## src/inc/lutr_params.svh

```systemverilog
// Constants for the 16x1 lookup-table memory family
//
// What this block does
// [RULE1] Level variant writes while write enable high
// [RULE2] Level variant output shows addressed word always
// [RULE3] Level variant holds contents while enable low
// [RULE4] Hex initial value, 1-bit 16/32 deep only; this model is 16 deep only (LUTR_DEPTH 16)
// [RULE5] No initial value means all words zero
// [RULE6] Dual-port: separate write and read addresses
// [RULE7] Enable low: clock edges ignored, contents kept
// [RULE8] Rising variants: write on rising clock edge
// [RULE9] Falling variant: write on falling edge only
// [RULE10] Either clock polarity, default active high
// [RULE11] First output shows word at write address
// [RULE12] Second output shows word at read address
// [RULE13] Read address never affects any write
// [RULE14] Single-port output follows address and contents
// [RULE15] Variant and initial value chosen by parameters
`ifndef LUTR_PARAMS_SVH
`define LUTR_PARAMS_SVH

// ------------------------------------------------------------
// Geometry
// ------------------------------------------------------------
`define LUTR_DEPTH 16
`define LUTR_AW 4

// ------------------------------------------------------------
// Reset values
// ------------------------------------------------------------
`define LUTR_INIT_ZERO 16'h0000
`define LUTR_WCLK_INV_DEFAULT 1'b0

`endif

```

## src/inc/lutr_pkg.sv

```systemverilog
// Types shared by the 16x1 lookup-table memory family
`include "lutr_params.svh"

package lutr_pkg;

  typedef enum {
    LUTR_LEVEL,
    LUTR_SP_RISE,
    LUTR_DP_RISE,
    LUTR_DP_FALL
  } lutr_variant_t;

  typedef logic [`LUTR_AW-1:0] lutr_addr_t;
  typedef logic [`LUTR_DEPTH-1:0] lutr_word_t;

  typedef struct packed {
    logic we;
    logic wclk;
    logic din;
    lutr_addr_t waddr;
    lutr_addr_t raddr;
  } lutr_pins_t;

  typedef struct packed {
    lutr_pins_t s1;
    lutr_pins_t s2;
    logic wclk_prev;
  } lutr_top_st_t;

  typedef struct packed {
    lutr_word_t mem;
    logic out_a;
    logic out_b;
  } lutr_store_st_t;

endpackage

```

## src/lutr_top.sv

```systemverilog
// Configurable 16x1 lookup-table memory: level, rising and falling write variants
`timescale 1ns/1ns
`include "lutr_params.svh"

module lutr_top
  import lutr_pkg::*;
#(
  parameter lutr_variant_t VARIANT = LUTR_DP_RISE,
  parameter lutr_word_t INIT_VALUE = `LUTR_INIT_ZERO,
  parameter logic WCLK_INVERT = `LUTR_WCLK_INV_DEFAULT
) (
  input wire logic mclk,
  input wire logic sys_rst,
  input wire logic wr_en,
  input wire logic wr_clk,
  input wire logic data_in,
  input wire lutr_addr_t addr,
  input wire lutr_addr_t read_only_address,
  output logic write_port_read_out,
  output logic read_port_out
);

  // ------------------------------------------------------------
  // Variant decode
  // ------------------------------------------------------------
  localparam logic IS_LEVEL = (VARIANT == LUTR_LEVEL); // RULE15
  localparam logic IS_DUAL = (VARIANT == LUTR_DP_RISE) || (VARIANT == LUTR_DP_FALL); // RULE15
  localparam logic IS_FALL = (VARIANT == LUTR_DP_FALL);

  // ------------------------------------------------------------
  // Pin synchronisers and edge detect
  // ------------------------------------------------------------
  lutr_top_st_t st_q;
  lutr_top_st_t st_d;
  lutr_pins_t pins;
  logic eff_clk;
  logic clk_rise;
  logic clk_fall;
  logic wr_evt;
  lutr_addr_t port_b_addr;
  lutr_word_t contents;

  always_comb begin
    pins.we = wr_en;
    pins.wclk = wr_clk;
    pins.din = data_in;
    pins.waddr = addr;
    pins.raddr = read_only_address;
    st_d = st_q;
    st_d.s1 = pins;
    st_d.s2 = st_q.s1;
    st_d.wclk_prev = st_q.s2.wclk ^ WCLK_INVERT;
  end

  // Previous edge level starts at the idle sense, so no false edge follows reset
  always_ff @(posedge mclk) begin
    if (sys_rst) begin
      st_q <= '{s1: '0, s2: '0, wclk_prev: WCLK_INVERT};
    end else begin
      st_q <= st_d;
    end
  end

  // Inverter on the clock input is absorbed here
  assign eff_clk = st_q.s2.wclk ^ WCLK_INVERT; // RULE10
  assign clk_rise = eff_clk & ~st_q.wclk_prev;
  assign clk_fall = ~eff_clk & st_q.wclk_prev;

  // ------------------------------------------------------------
  // Write qualification
  // ------------------------------------------------------------
  always_comb begin
    if (IS_LEVEL) begin
      wr_evt = st_q.s2.we; // RULE1 RULE3
    end else if (IS_FALL) begin
      wr_evt = st_q.s2.we & clk_fall; // RULE9 RULE7
    end else begin
      wr_evt = st_q.s2.we & clk_rise; // RULE8 RULE7
    end
  end

  // Second port follows its own address only on dual-port parts
  assign port_b_addr = IS_DUAL ? st_q.s2.raddr : st_q.s2.waddr; // RULE6 RULE12 RULE13

  lutr_store #(
    .INIT_VALUE(INIT_VALUE)
  ) u_store (
    .mclk(mclk),
    .sys_rst(sys_rst),
    .wr_en(wr_evt),
    .wr_addr(st_q.s2.waddr), // RULE13
    .wr_bit(st_q.s2.din),
    .rd_addr_a(st_q.s2.waddr), // RULE2 RULE11 RULE14
    .rd_addr_b(port_b_addr),
    .out_a(write_port_read_out),
    .out_b(read_port_out),
    .contents(contents)
  );

  // ------------------------------------------------------------
  // Checks
  // ------------------------------------------------------------
  logic sel_a;
  logic sel_b;
  lutr_word_t wr_mask;

  always_comb begin
    sel_a = contents[st_q.s2.waddr];
    sel_b = contents[port_b_addr];
    wr_mask = '0;
    wr_mask[st_q.s2.waddr] = 1'b1;
  end
endmodule

```

## src/lutr_store.sv

```systemverilog
// Sixteen one-bit cells with two registered read ports
`timescale 1ns/1ns
`include "lutr_params.svh"

module lutr_store
  import lutr_pkg::*;
#(
  parameter lutr_word_t INIT_VALUE = `LUTR_INIT_ZERO
) (
  input wire logic mclk,
  input wire logic sys_rst,
  input wire logic wr_en,
  input wire lutr_addr_t wr_addr,
  input wire logic wr_bit,
  input wire lutr_addr_t rd_addr_a,
  input wire lutr_addr_t rd_addr_b,
  output logic out_a,
  output logic out_b,
  output lutr_word_t contents
);

  lutr_store_st_t st_q;
  lutr_store_st_t st_d;

  always_comb begin
    st_d = st_q;
    st_d.out_a = st_q.mem[rd_addr_a];
    st_d.out_b = st_q.mem[rd_addr_b];
    if (wr_en) begin
      st_d.mem[wr_addr] = wr_bit;
    end
  end

  // Reset stands in for configuration: cells take the initial value
  always_ff @(posedge mclk) begin
    if (sys_rst) begin
      st_q <= '{mem: INIT_VALUE, out_a: 1'b0, out_b: 1'b0}; // RULE4 RULE5
    end else begin
      st_q <= st_d;
    end
  end

  assign out_a = st_q.out_a;
  assign out_b = st_q.out_b;
  assign contents = st_q.mem;

endmodule

```

## config.mk

```make
export PLATFORM = sky130hd
export DESIGN_NAME = lutr_top
export DESIGN_NICKNAME = d
export VERILOG_FILES = /design/src/inc/lutr_pkg.sv /design/src/lutr_top.sv /design/src/lutr_store.sv
export VERILOG_INCLUDE_DIRS = /design/src /design/src/inc
export SDC_FILE = /design/constraint.sdc
export NUM_CORES = 1
export LEC_CHECK = 0
export ABC_AREA = 1
export BUFFER_PORTS_ARGS = -buffer_cell sky130_fd_sc_hd__buf_2
export CELL_PAD_IN_SITES_DETAIL_PLACEMENT = 2
export CELL_PAD_IN_SITES_GLOBAL_PLACEMENT = 2
export CORE_MARGIN = 1.5
export CORE_UTILIZATION = 33
export CTS_CLUSTER_SIZE = 12
export DETAILED_ROUTE_END_ITERATION = 8
export PLACE_DENSITY = 0.88
export SLEW_MARGIN = 20
export SYNTH_ARGS = -nofsm -noshare
export SYNTH_HDL_FRONTEND = slang
export SYNTH_SLANG_ARGS = --single-unit
```

## constraint.sdc

```tcl
create_clock -name mclk -period 1.4 [get_ports mclk]
set_clock_uncertainty 0.1 [all_clocks]
set_input_delay 0 -clock mclk [delete_from_list [all_inputs] [get_ports mclk]]
set_output_delay 0 -clock mclk [all_outputs]
set_load 0.01 [all_outputs]
```

Word level (Yosys, flattened, before mapping)
Index checks and enable logic that the tools add are counted.
- order comparisons: 3
- multiplexer cells: 7
- bitwise gates (word level): 3
- reductions and logical operators: 1
- operator list (operator ; number):
    bitwise mux 16 bit ; 1
    < comparator 4 x 5 -> 1 bit (second input constant) ; 2
    binary-select mux 1 bit (select 4 bit) ; 2
    demux 1 bit (select 4 bit) ; 1
    greater-or-equal comparator 4 x 1 -> 1 bit (second input constant) ; 1
    two-way mux 1 bit ; 3
    AND 1 bit ; 2
    logical AND 1 bit ; 1
    inverter 1 bit ; 1
- bits in registers: 41
- input port bits: 13
- output and inout port bits: 2
- word-level logic and storage cells: 28

Logic depth before layout (Yosys ltp)
- depth after elaboration: 5
- gate-level depth with buffers: 9
- depth with buffers taken out: 8

By module
A second synthesis with hierarchy kept.
- cell total of the unflattened synthesis: 250
- area, all modules: 1736.7 um^2
- modules (own cells, without submodules) (module ; times used ; cells each ; area each (um^2) ; seq. area each (um^2)):
    lutr_store ; 1 ; 177 ; 1073.5 ; 360.3
    lutr_top ; 1 ; 73 ; 663.1 ; 460.4

Worst setup path before layout
OpenSTA, ideal clock, no wires.
- kind: reg-to-reg
- start: reg st_q[5] in the netlist's numbering
- end: reg u_store.st_q (netlist bit u_store.out_a)
- library setup time: 128 ps
- arrival: 920 ps
- data required time: 1172 ps
- slack: 252 ps
- stages on the path, launching flop included: 9
- path buffers: 1
- clock period less this slack: 1148 ps
- path through: dfxtp_1 > buf_6 > o21ai_0 > nand2_1 > nand2_1 > nand2_1 > nand2_1 > nor2_1 > nor2_1
- longest elaborated chain between the ends: 2
- ends and longest elaborated chain (element ; line ; text):
    start, declared ; lutr_top.sv:33 ; lutr_top_st_t st_q;
    start signal, assigned ; lutr_top.sv:58 ; st_q <= '{s1: '0, s2: '0, wclk_prev: WCLK_INVERT};
    start signal, assigned ; lutr_top.sv:60 ; st_q <= st_d;
    binary-select mux 1 bit (select 4 bit) ; lutr_store.sv:27 ; st_d.out_a = st_q.mem[rd_addr_a];
    two-way mux 1 bit (not written as such) ; lutr_store.sv:27 ;
    end signal, assigned ; lutr_store.sv:37 ; st_q <= '{mem: INIT_VALUE, out_a: 1'b0, out_b: 1'b0};
    end signal, assigned ; lutr_store.sv:39 ; st_q <= st_d;
    end, declared ; lutr_store.sv:22 ; lutr_store_st_t st_q;
Every way passes these cells. The select of a mux whose other input is x is not followed.
A chain may end at the register's enable or synchronous reset.

Worst setup path in the final report
- start: reg st_q[11] in the netlist's numbering
- end: reg u_store.st_q (netlist bit u_store.contents[3])
- longest elaborated chain between the ends: 1
- ends and longest elaborated chain (element ; line ; text):
    AND 1 bit ; lutr_top.sv:78 ; wr_evt = st_q.s2.we & clk_rise;
Every way passes these cells.

==> flow_metrics.tcl <==
set metrics [dict create \
    worst_setup_path_end_kind "flip-flop" \
    cts_buffer_depth 2 \
    ir_worst_vdd_uv 588 \
    dp_hpwl_um 4100 \
    critPathKind "flip-flop to flip-flop" \
    max_freq_ghz 0.702 \
    critPathLaunchType "flip-flop" \
    grt_max_degree 27 \
    syn-cell-area_mm2 0.00174 \
    fillCellCount 589 \
    vias 1763 \
    cts-htree-levels 2 \
    slew_viol_final 0 \
    cts_buffers 5 \
    grt-ovfl-total 0 \
    drive_gt1_frac 0.186 \
    period_needed_ns 1.42 \
    clk_latency_ns 0.31 \
    drt-initial-drc-count 48 \
    final-hold-violation-count 0 \
    drv_cap 0 \
    cts_sinks 41 \
    ant_nets 0 \
    ys_ff_latch 41 \
    gp_congestion 0.810 \
    fp.dieArea_mm2 0.00572 \
    finalCritPeriodShare 1.02 \
    status "finished, violations left" \
    vias_per_cell 4.97 \
    root_buffer "clkbuf_8" \
    place_ws_ns 0.0535 \
    drc_errors 0 \
    yosysTopAreaCell "dfxtp_1" \
    area_delta_synth_final_pct 30.0 \
    yosys_warnings 0 \
    rows 26 \
    synth_ff_type "dfxtp_1" \
    worst_slew_pin_slew_ns 0.253 \
    port_buffers 14 \
    leakage_uw 0.000962 \
    yosysUniqueCellTypes 19 \
    syn-instance-count 246 \
    synth_edf_count 0 \
    nets 297 \
    clkTransAtPathRegs_ns 0.09 \
    grt_setup_unrepaired "true" \
    die_w_um 75.7 \
    syn_avg_cell_area_um2 7.08 \
    cp.required_ns 1.53 \
    min_path_type "flip-flop to flip-flop" \
    grt_pass1_wl_um 10800 \
    relSlewSlack 0.831 \
    synth_top_area_frac 0.471 \
    finalSetupViolations 1 \
    cts_tree "done" \
    antenna_cells 0 \
    grt_pass1_vias 2081 \
    synth_nets 259 \
    violations "negative setup slack" \
    initial_core_util 0.341 \
    yosys-top-cells-area "dfxtp_1 47%, nand3_1 9.8%, inv_1 9.7%" \
    die_h_um 75.7 \
    grt_use_total 0.270 \
    layout_setup_ws_ns -0.0244 \
    cp_data_arrival_time_ns 1.56 \
    routed_wl_um 6810 \
    route.detailed.wl_per_inst_um 19.2 \
    final.setup.tns_ns -0.0244 \
    path_max_fanout 5 \
    synth-seq-area-share 0.471 \
    grt_antenna_before_repair 0 \
    dr.pass1.iters 4 \
    ioPinCount 15 \
    synth-async-reset-ratio 0 \
    powerDensity_mw_per_mm2 1080 \
    core_region_area_mm2 0.00511 \
]
## flip-flops by register name (all words and copies together) (netlist names)
name,flops
st_d,11
st_q,7
u_store.out_a,1
u_store.out_b,1
u_store.contents,16
port_b_addr,4
eff_clk,1
## metal layers
metal  up-vias  wire (µm)  track usage  share of wire
li1        837          -            -              -
met1       872       2680        0.294           0.39
met2        34       3730        0.510           0.55
met3        20        179       0.0542          0.026
met4         0        212        0.103          0.031
met5         -          0            0              0
## report_power, final
group	internal, µW	switching (µW)
sequential	1200	21.7
clock	582	440
combinational	86.1	112
## layout make-up
cell class	count	area [µm²]	share of cell area
clock buffer	7	86.3	0.0381
tap	70	87.6	0.0387
timing repair buffer	41	337	0.149
multi-input combinational	146	714	0.315
sequential	41	826	0.365
inverter	49	184	0.0812
clock inverter	1	30.0	0.0133
## worst max-delay path: stages (launching register included)
cell      delay, ns
dfxtp_1        0.35
nand2_1        0.10
nor2_4         0.18
nand3_2        0.16
clkinv_1       0.13
nand3_1        0.10
a21oi_2        0.22
## cells in the mapped netlist, types with 2 or more instances
master	number
a21oi_1	17
buf_2	3
inv_1	45
nor2_2	2
nand2_1	37
dfxtp_1	41
clkbuf_1	6
clkinv_1	2
nand3_2	4
nand4_1	2
nand3_1	34
o21ai_0	20
nor2_1	26
inv_2	2
## path summary, 6_finish.rpt
kind	cells after the start	endpoint	slack, ns	from
max reg2reg	6	u_store.contents[3]	-0.02	st_q[11]
max	6	u_store.contents[3]	-0.02	st_q[11]
min reg2reg	2	port_b_addr[2]	0.32	st_d[3]
min	2	port_b_addr[2]	0.32	st_d[3]
## kinds of logic after synthesis
family | share of synthesized area
compound gates | 0.114
buf+inv | 0.134
flops | 0.471
simple gates | 0.281
## layout by cell type, fill, tap and decap left out, drive strengths merged
cell and n:
dlygate4sd3 18, bufinv 1, a21oi 17, clkbuf 8, buf 22, inv 47
dfxtp 41, nor2 29, clkinv 2, nand3 38, nand4 2, nand2 38
o21ai 22
## stage by stage
stage / hold slack (ns) / instances / util / area [µm²] / power [µW]
3_3_place_gp: 0.0992 / 329 / 0.378 / 1930 / 1380
4_1_cts: 0.312 / 355 / 0.436 / 2230 / 2420
6_report: 0.315 / 355 / 0.443 / 2260 / 2440
5_1_grt: 0.340 / 355 / 0.443 / 2260 / 2540
2_1_floorplan: 0.00697 / 246 / - / 1740 / 1320
3_5_place_dp: 0.111 / 329 / 0.378 / 1930 / 1390
## what timing repair did
action	4_1_cts	5_1_grt
buffers inserted	0	0
hold buffers	18	0
resized for setup	0	20
hold endpoints to repair	17	0
setup endpoints to repair	0	19
Power figures use the tool's default switching activity.
